`config.mk`:
```
export PLATFORM = sky130hd
export DESIGN_NAME = eiw_top
export DESIGN_NICKNAME = d
export VERILOG_FILES = /design/src/logic/eiw_pkg.sv /design/src/logic/eiw_detect.sv /design/src/logic/eiw_sync2.sv /design/src/logic/eiw_top.sv
export SDC_FILE = /design/constraint.sdc
export NUM_CORES = 1
export LEC_CHECK = 0
export BUFFER_PORTS_ARGS = -buffer_cell sky130_fd_sc_hd__clkbuf_2
export CORE_UTILIZATION = 23
export DETAILED_ROUTE_END_ITERATION = 10
export HOLD_SLACK_MARGIN = 0.15
export PLACE_DENSITY = 0.49
export SYNTH_ARGS = -nofsm -noshare
export SYNTH_HDL_FRONTEND = slang
export SYNTH_HIERARCHICAL = 1
export SYNTH_SLANG_ARGS = --single-unit
```
`constraint.sdc`:
```
create_clock -name clk -period 2 [get_ports clk]
set_input_delay 0.1 -clock clk [delete_from_list [all_inputs] [get_ports clk]]
set_output_delay 0.1 -clock clk [all_outputs]
set_load 0.005 [all_outputs]
```
`src/logic/eiw_pkg.sv`:
```
// Shared constants and types for the upper external interrupt wake configuration block.
// Assumes a 16-bit register port with byte addresses; no other shared state.
`default_nettype none

package eiw_pkg;

  localparam int ADDR_W = 12;
  localparam int DATA_W = 16;
  localparam int NUM_IN = 4;

  // Register byte addresses
  localparam logic [11:0] ADDR_CONFIG_UPPER = 12'hA24;
  localparam logic [11:0] ADDR_FLAG_CLEAR   = 12'hA30;
  localparam logic [11:0] ADDR_FLAG_STATE   = 12'hA40;
  localparam logic [11:0] ADDR_IRQ_STATUS   = 12'hA44;
  localparam logic [11:0] ADDR_IRQ_MASK     = 12'hA48;

  // Reset values
  localparam logic [15:0] CONFIG_RESET = 16'h0000;
  localparam logic [3:0]  FLAGS_RESET  = 4'h0;
  localparam logic [3:0]  MASK_RESET   = 4'h0;

  // Field positions inside the clear register: inputs 4..7 at bits 4..7
  localparam int CLEAR_LSB = 4;

  // Raw mode codes
  localparam logic [2:0] CODE_RISE      = 3'h0;
  localparam logic [2:0] CODE_FALL      = 3'h1;
  localparam logic [2:0] CODE_BOTH      = 3'h2;
  localparam logic [2:0] CODE_HIGH      = 3'h3;
  localparam logic [2:0] CODE_LOW       = 3'h4;
  localparam logic [2:0] CODE_FALL_ALT  = 3'h5;
  localparam logic [2:0] CODE_BOTH_ALT  = 3'h6;
  localparam logic [2:0] CODE_HIGH_ALT  = 3'h7;

  typedef enum logic [2:0] {
    MODE_RISE,
    MODE_FALL,
    MODE_BOTH,
    MODE_HIGH,
    MODE_LOW
  } eiw_mode_e;

  // One nibble of the configuration register: enable over 3-bit selector
  typedef struct packed {
    logic       wake_en;
    logic [2:0] detect_sel;
  } eiw_cfg_s;

  typedef eiw_cfg_s [3:0] eiw_cfg_t;

  // Aliased codes fold onto their base modes
  function automatic eiw_mode_e decode_mode(input logic [2:0] code);
    eiw_mode_e m;
    m = MODE_RISE;
    case (code)
      CODE_RISE:     m = MODE_RISE;
      CODE_FALL:     m = MODE_FALL;
      CODE_BOTH:     m = MODE_BOTH;
      CODE_HIGH:     m = MODE_HIGH;
      CODE_LOW:      m = MODE_LOW;
      CODE_FALL_ALT: m = MODE_FALL;
      CODE_BOTH_ALT: m = MODE_BOTH;
      CODE_HIGH_ALT: m = MODE_HIGH;
      default:       m = MODE_RISE;
    endcase
    return m;
  endfunction : decode_mode

endpackage : eiw_pkg

`default_nettype wire

```
`src/logic/eiw_detect.sv`:
```
// Edge and level detector for one synchronised external input.
// Assumes pin_sync is already on clk; hit is a one-cycle pulse per qualifying cycle.
`timescale 1ns/10ps
`default_nettype none

module eiw_detect (
  // Clock and reset
  input  wire logic             clk,
  input  wire logic             rst,
  // Configuration and pin
  input  wire eiw_pkg::eiw_cfg_s cfg,
  input  wire logic             pin_sync,
  // Detection
  output var  logic             hit
);

  logic             prev_r;
  logic             prev_nxt;
  logic             rise;
  logic             fall;
  eiw_pkg::eiw_mode_e mode;

  always_comb begin
    prev_nxt = pin_sync;
  end

  // Reset low so a pin already high after reset is seen as a rising edge
  always_ff @(posedge clk or posedge rst) begin
    if (rst) begin
      prev_r <= 1'b0;
    end else begin
      prev_r <= prev_nxt;
    end
  end

  always_comb begin
    mode = eiw_pkg::decode_mode(cfg.detect_sel);
    rise = pin_sync & ~prev_r;
    fall = ~pin_sync & prev_r;
    hit  = 1'b0;
    if (cfg.wake_en) begin
      case (mode)
        eiw_pkg::MODE_RISE: hit = rise;
        eiw_pkg::MODE_FALL: hit = fall;
        eiw_pkg::MODE_BOTH: hit = rise | fall;
        eiw_pkg::MODE_HIGH: hit = pin_sync;
        eiw_pkg::MODE_LOW:  hit = ~pin_sync;
        default:            hit = 1'b0;
      endcase
    end
  end

endmodule : eiw_detect

`default_nettype wire

```
`src/logic/eiw_sync2.sv`:
```
// Two-flop synchroniser for a vector of asynchronous pin levels.
// Assumes pins are unrelated to clk; each bit is synchronised on its own.
`timescale 1ns/10ps
`default_nettype none

module eiw_sync2 #(
  parameter int WIDTH = 4
) (
  // Clock and reset
  input  wire logic             clk,
  input  wire logic             rst,
  // Levels
  input  wire logic [WIDTH-1:0] async_in,
  output var  logic [WIDTH-1:0] sync_out
);

  logic [WIDTH-1:0] meta_r;
  logic [WIDTH-1:0] meta_nxt;
  logic [WIDTH-1:0] sync_r;
  logic [WIDTH-1:0] sync_nxt;

  always_comb begin
    meta_nxt = async_in;
    sync_nxt = meta_r;
  end

  always_ff @(posedge clk or posedge rst) begin
    if (rst) begin
      meta_r <= '0;
      sync_r <= '0;
    end else begin
      meta_r <= meta_nxt;
      sync_r <= sync_nxt;
    end
  end

  assign sync_out = sync_r;

endmodule : eiw_sync2

`default_nettype wire

```
`src/logic/eiw_top.sv`:
```
// Upper external interrupt wake configuration: inputs on general-purpose pins 4 to 7.
// Assumes a single-cycle register port with read data one cycle later, and asynchronous pins.
//
// Contract
// Bit 15 of the configuration register enables input 7 as wake source.
// Bits 14 to 12 select the detection mode of input 7.
// Bit 11 enables input 6 as wake source.
// Bits 10 to 8 select the detection mode of input 6.
// Bit 7 enables input 5 as wake source.
// Bits 6 to 4 select the detection mode of input 5.
// Bit 3 enables input 4 as wake source.
// Bits 2 to 0 select the detection mode of input 4.
// Codes 000 rise, 001 fall, 010 either edge, 011 high, 100 low.
// Codes 101, 110, 111 alias fall, either edge and high.
// Enable bit 0 disables its input, 1 enables it.
// Software sets wake enables before putting the device into hibernate.
// Configuration register resets to zero: all disabled, rising edge selected.
// Writing 1 to a clear bit drops that flag; bit self-clears.
// An enabled input meeting its condition latches a flag driving wake request.
//
// Design decision made here: the plain strobed port.
`timescale 1ns/10ps
`default_nettype none

module eiw_top #(
  parameter int NUM_IN = eiw_pkg::NUM_IN
) (
  // Clock and reset
  input  wire logic                       clk,
  input  wire logic                       rst,
  // Register port
  input  wire logic [eiw_pkg::ADDR_W-1:0] reg_addr,
  input  wire logic [eiw_pkg::DATA_W-1:0] reg_wdata,
  input  wire logic                       reg_wr,
  input  wire logic                       reg_rd,
  output var  logic [eiw_pkg::DATA_W-1:0] reg_rdata,
  // External pins
  input  wire logic                       gp_pin_4,
  input  wire logic                       gp_pin_5,
  input  wire logic                       gp_pin_6,
  input  wire logic                       gp_pin_7,
  // Requests
  output var  logic                       wake_req,
  output var  logic                       irq
);

  // Configuration register as four packed nibbles; nibble 0 is input 4
  eiw_pkg::eiw_cfg_t            cfg_r;
  eiw_pkg::eiw_cfg_t            cfg_nxt;
  logic [NUM_IN-1:0]            flag_r;
  logic [NUM_IN-1:0]            flag_nxt;
  logic [NUM_IN-1:0]            status_r;
  logic [NUM_IN-1:0]            status_nxt;
  logic [NUM_IN-1:0]            mask_r;
  logic [NUM_IN-1:0]            mask_nxt;
  logic [eiw_pkg::DATA_W-1:0]   rdata_r;
  logic [eiw_pkg::DATA_W-1:0]   rdata_nxt;
  logic                         wake_r;
  logic                         wake_nxt;
  logic                         irq_r;
  logic                         irq_nxt;

  logic [NUM_IN-1:0]            pin_async;
  logic [NUM_IN-1:0]            pin_sync;
  logic [NUM_IN-1:0]            hit;
  logic [NUM_IN-1:0]            clear_req;
  logic                         wr_cfg;
  logic                         wr_clear;
  logic                         wr_mask;
  logic                         rd_status;

  assign pin_async = {gp_pin_7, gp_pin_6, gp_pin_5, gp_pin_4};

  eiw_sync2 #(
    .WIDTH (NUM_IN)
  ) u_sync (
    .clk      (clk),
    .rst      (rst),
    .async_in (pin_async),
    .sync_out (pin_sync)
  );

  // Nibble i carries enable at bit 4i+3 and selector at 4i+2..4i: R1 to R8 fall out of this layout
  for (genvar i = 0; i < NUM_IN; i++) begin : g_det
    eiw_detect u_det (
      .clk      (clk),
      .rst      (rst),
      .cfg      (cfg_r[i]),
      .pin_sync (pin_sync[i]),
      .hit      (hit[i])
    );
  end

  // Address decode
  always_comb begin
    wr_cfg    = 1'b0;
    wr_clear  = 1'b0;
    wr_mask   = 1'b0;
    rd_status = 1'b0;
    if (reg_wr && reg_addr == eiw_pkg::ADDR_CONFIG_UPPER) begin
      wr_cfg = 1'b1;
    end else if (reg_wr && reg_addr == eiw_pkg::ADDR_FLAG_CLEAR) begin
      wr_clear = 1'b1;
    end else if (reg_wr && reg_addr == eiw_pkg::ADDR_IRQ_MASK) begin
      wr_mask = 1'b1;
    end else if (reg_rd && reg_addr == eiw_pkg::ADDR_IRQ_STATUS) begin
      rd_status = 1'b1;
    end
  end

  // Clear bits act only on the write cycle, so the clear register always reads zero
  assign clear_req = wr_clear ? reg_wdata[eiw_pkg::CLEAR_LSB +: NUM_IN] : '0;

  // Register next values
  always_comb begin
    cfg_nxt    = cfg_r;
    mask_nxt   = mask_r;
    if (wr_cfg) begin
      cfg_nxt = eiw_pkg::eiw_cfg_t'(reg_wdata);
    end
    if (wr_mask) begin
      mask_nxt = reg_wdata[NUM_IN-1:0];
    end
    // A detection in the clearing cycle survives the clear
    flag_nxt   = (flag_r & ~clear_req) | hit;
    status_nxt = (status_r & ~(rd_status ? {NUM_IN{1'b1}} : '0)) | hit;
    wake_nxt   = |flag_nxt;
    irq_nxt    = |(status_nxt & mask_nxt);
  end

  // Read data, valid only in the cycle after the read strobe
  always_comb begin
    rdata_nxt = '0;
    if (reg_rd) begin
      if (reg_addr == eiw_pkg::ADDR_CONFIG_UPPER) begin
        rdata_nxt = eiw_pkg::DATA_W'(cfg_r);
      end else if (reg_addr == eiw_pkg::ADDR_FLAG_STATE) begin
        rdata_nxt = eiw_pkg::DATA_W'(flag_r);
      end else if (reg_addr == eiw_pkg::ADDR_IRQ_STATUS) begin
        rdata_nxt = eiw_pkg::DATA_W'(status_r);
      end else if (reg_addr == eiw_pkg::ADDR_IRQ_MASK) begin
        rdata_nxt = eiw_pkg::DATA_W'(mask_r);
      end else begin
        rdata_nxt = '0;
      end
    end
  end

  always_ff @(posedge clk or posedge rst) begin
    if (rst) begin
      cfg_r    <= eiw_pkg::CONFIG_RESET;
      flag_r   <= eiw_pkg::FLAGS_RESET;
      status_r <= eiw_pkg::FLAGS_RESET;
      mask_r   <= eiw_pkg::MASK_RESET;
      rdata_r  <= '0;
      wake_r   <= 1'b0;
      irq_r    <= 1'b0;
    end else begin
      cfg_r    <= cfg_nxt;
      flag_r   <= flag_nxt;
      status_r <= status_nxt;
      mask_r   <= mask_nxt;
      rdata_r  <= rdata_nxt;
      wake_r   <= wake_nxt;
      irq_r    <= irq_nxt;
    end
  end

  assign reg_rdata = rdata_r;
  assign wake_req  = wake_r;
  assign irq       = irq_r;

endmodule : eiw_top

`default_nettype wire

```
==> out/qor_table.md <==
| Result | Reported | Unit |
| --- | --- | --- |
| Placement-stage worst setup slack | 0.02456 | ns |
| Post-DP HPWL | 4.762 | mm |
| Post-Syn Instances | 223 | - |
| GRT Resource Usage Total | 10.76 | % |
| Global route total overflow | 0 | - |
| Via count of the routed design | 2011 | - |
| Leakage component of the power | 0.002008 | uW |
| Clock latency of the later-clocked register in the worst-skew pair | 0.32 | ns |
| Die W | 113.8 | microns |
| First-pass GRT wire length | 10.48 | mm |
| Area leader, netlist | sky130_fd_sc_hd__dfrtp_1 | - |
| Fraction of registers with async set or reset after synthesis | 100.0 | % |
| Residual DRC count | 0 | - |
| Status | finished clean | - |
| Type of the most critical hold path | input port to async pin | - |
| Final #Nets | 376 | - |
| Count of buffers inserted at the top-level ports | 53 | - |
| Router iterations before antenna repair | 4 | - |
| Synthesized netlist net count | 283 | - |
| Finished Core Util | 31.96 | % |
| RSZ-0062 raised after global routing | yes | - |
| Crit path setup slack, layout | 0.03754 | ns |
| Maximum resistive drop on vdd | 327.6 | uV |
| Pint | 2105 | uW |
| Design area | 3871 | sq um |
| Core Area | 12110 | sq um |
| Longest Clk Path Bufs | 2 | - |
| Placed Area | 3391 | sq um |
| Number of setup violations in the final report | 0 | - |
| Kind of cell adding the most delay to the critical path | compound AO/OA/AOI/OAI gates | - |
| Sequential share of the synthesized area | 50.48 | % |
| Syn avg cell area | 12.89 | sq um |
| Clock-pin slew of the registers on the worst-case setup and hold paths | 0.05 | ns |
| Number of maximum-capacitance constraint violations | 0 | - |
| Comb pwr share | 7.2 | % |
| Final TNS setup | 0 | ns |
| Crit Path Max Fanout | 5 | - |
| Ordered cell list for the critical path | inv_2, ha_2, o31ai_1, a211oi_2, a21o_1, or4_4 | - |
| CP Buf/Inv Count | 1 | - |
| TritonCTS clock tree | built | - |
| Delay of the slowest cell on the worst path | 0.52 | ns |
| Fin. Hold Viols | 0 | - |
| Critical path endpoint category | flip-flop | - |
| Number of distinct library cells after synthesis | 30 | - |
| Initial Util | 23.74 | % |
| Die height | 113.8 | microns |
| Data arrival time of the critical path | 2.15 | ns |
| Switch share | 21.26 | % |
| Transition at the pin with the smallest max-transition slack | 0.7355 | ns |
| Weighted congestion at the end of routability-driven global placement | 0.7370 | - |
| Detailed-route wire length | 6.291 | mm |
| Number of synthesized flops with an enable pin | 0 | - |
| Most instantiated flip-flop cell in the synthesis netlist | sky130_fd_sc_hd__dfrtp_1 | - |
| Synth warn | 6 | - |
| Number of levels the H-tree was split into | 3 | - |
| Antenna fix cells | 0 | - |
| Power per Cell Area | 690.5 | nW/um^2 |
| Post-layout min period | 1.962 | ns |
| Overall die area | 12950 | sq um |
| Via-to-Cell Ratio | 4.138 | - |
| Normalized max-slew margin | 50.90 | % |
| FF+latch count, synth | 58 | - |
| Area Growth Syn to Fin | 34.64 | % |
| Ranking of synthesized cells by area | sky130_fd_sc_hd__dfrtp_1, sky130_fd_sc_hd__ha_1, sky130_fd_sc_hd__mux2_2 | - |
| Switching Power | 568.4 | uW |
| Crit Path Class | flip-flop to flip-flop | - |
| Number of sinks handled by clock tree synthesis | 58 | - |
| Required time worst endpoint | 2.19 | ns |
| Number of global-route vias before repair | 2105 | - |
| Proportion of netlist area held by the largest area contributor | 50.48 | % |
| Slew Viols, Final | 0 | - |
| Routed wire length per instance | 12.94 | microns |
| Sequential power share | 45.2 | % |
| Synth Cell Area | 2875 | sq um |
| Clock skew after layout | 0.005887 | ns |
| Maximum number of pins on one net before global-route repair | 36 | - |
| Number of buffers created by CTS | 9 | - |
| Total I/O pin count | 54 | - |
| Slowest stage cell on the critical path | sky130_fd_sc_hd__or4_4 | - |
| Setup crit start kind | flip-flop | - |
| Final total power | 2673 | uW |
| Clock power frac | 47.6 | % |
| Number of antenna violations at the first check in global routing | 0 | - |
| Clk root buf | sky130_fd_sc_hd__clkbuf_16 | - |
| Remaining number of nets flagged by the antenna check after routing | 0 | - |
| Fmax | 509.6 | MHz |
| Final period util | 98.12 | % |
| Initial DRC count | 49 | - |
| Share of cells above drive strength 1 | 40.25 | % |
| Count of standard-cell rows | 40 | - |
[synth_stat cells (all sizes together), types with 8 or more instances]
master,instances
dfrtp,58
ha,24
inv,22
mux2,20
nand2,14
and3,13
a21o,12
nor2b,10
a211oi,8
o21ai,8
[worst register-to-register path, delay by kind of cell (launching register included)]
| kind | cells | cell delay (ns) |
|---|---|---|
| buffers and inverters | 1 | 0.07 |
| adders and majority gates | 1 | 0.26 |
| AOI/OAI and AO/OA | 3 | 0.55 |
| and+or+nand+nor | 1 | 0.52 |
| DFF | 1 | 0.43 |
[per-stage QoR]
| stage | hold WS [ns] | instances |
|---|---|---|
| 2_1_floorplan | -0.1713 | 223 |
| 3_5_place_dp | 0.04181 | 449 |
| 5_1_grt | 0.2548 | 486 |
| 3_3_place_gp | 0.03877 | 449 |
| 6_report | 0.2458 | 486 |
| 4_1_cts | 0.2417 | 483 |
[layout make-up]
class / count / area (sq um)
Clock buffer: 12 / 236.5
Clock inverter: 1 / 5.005
Fill cell: 1265 / 8240
Inverter: 22 / 82.58
Multi-Input combinational cell: 138 / 1311
Sequential cell: 58 / 1453
Tap cell: 168 / 210.2
Timing Repair Buffer: 87 / 573.1
[logic make-up after synthesis]
group / Yosys count / share of synthesized area (%)
mux: 24 / 9.356
simple gates: 48 / 12.79
flops: 58 / 50.48
buf+inv: 27 / 4.090
compound gates: 42 / 12.84
fa+ha+maj: 24 / 10.44
[final timing paths]
check / slack, ns / depth (start not counted) / to / from
max: 0.04 / 6 / wake_req$_DFF_PP0_ / cfg_r[8]$_DFFE_PP0P_
min in group clk: 0.25 / 3 / reg_rdata[1]$_DFF_PP0_ / reg_rd
max reg2reg: 0.04 / 6 / wake_req$_DFF_PP0_ / cfg_r[8]$_DFFE_PP0P_
max in group asynchronous: 0.86 / 4 / mask_r[1]$_DFF_PP0_ / rst
min reg2reg: 0.34 / 0 / u_sync/sync_out[0]$_DFF_PP0_ / u_sync/meta_r[0]$_DFF_PP0_
min: 0.25 / 3 / g_det[3].u_det/prev_r$_DFF_PP0_ / rst
[sequential cells by signal, indices dropped and copies added, names as in the netlist]
name	flops
u_sync/sync_out	4
mask_r	4
status_r	4
flag_r	4
reg_rdata	16
g_det.u_det/prev_r	4
wake_req	1
cfg_r	16
u_sync/meta_r	4
irq	1
[repair_timing]
action	in CTS	in global routing
hold buffers	21	0
setup endpoints to repair	0	2
resized for setup	0	7
setup buffers	0	3
endpoints found under the hold margin	73	0
[per-layer routing]
layer | part of all wire [%] | GRT usage, %
met5 | 0 | 0
met4 | 0.84 | 2.857
met3 | 6.2 | 4.357
met2 | 44 | 16.22
met1 | 49 | 14.26
[power by group through the flow]
| stage | clock network (uW) | logic [uW] | registers (uW) |
|---|---|---|---|
| CTS | 1320 | 195 | 1210 |
| floorplan | 0 | 75.1 | 1230 |
| finish | 1270 | 192 | 1210 |
| global route | 1380 | 215 | 1210 |
| global placement | 0 | 160 | 1230 |
| detailed placement | 0 | 163 | 1230 |
[cells in the final DEF, fill, tap and decap left out, types with 5 or more instances in the layout]
cell	instances
sky130_fd_sc_hd__dfrtp_1	57
sky130_fd_sc_hd__clkbuf_2	53
sky130_fd_sc_hd__ha_1	22
sky130_fd_sc_hd__dlygate4sd3_1	21
sky130_fd_sc_hd__mux2_2	19
sky130_fd_sc_hd__inv_1	17
sky130_fd_sc_hd__nand2_1	13
sky130_fd_sc_hd__and3_1	13
sky130_fd_sc_hd__buf_4	13
sky130_fd_sc_hd__a21o_1	12
sky130_fd_sc_hd__clkbuf_16	9
sky130_fd_sc_hd__o21ai_0	8
sky130_fd_sc_hd__a211oi_2	8
sky130_fd_sc_hd__nor2b_1	6
sky130_fd_sc_hd__inv_2	5
(Power assumes the default switching activity.)
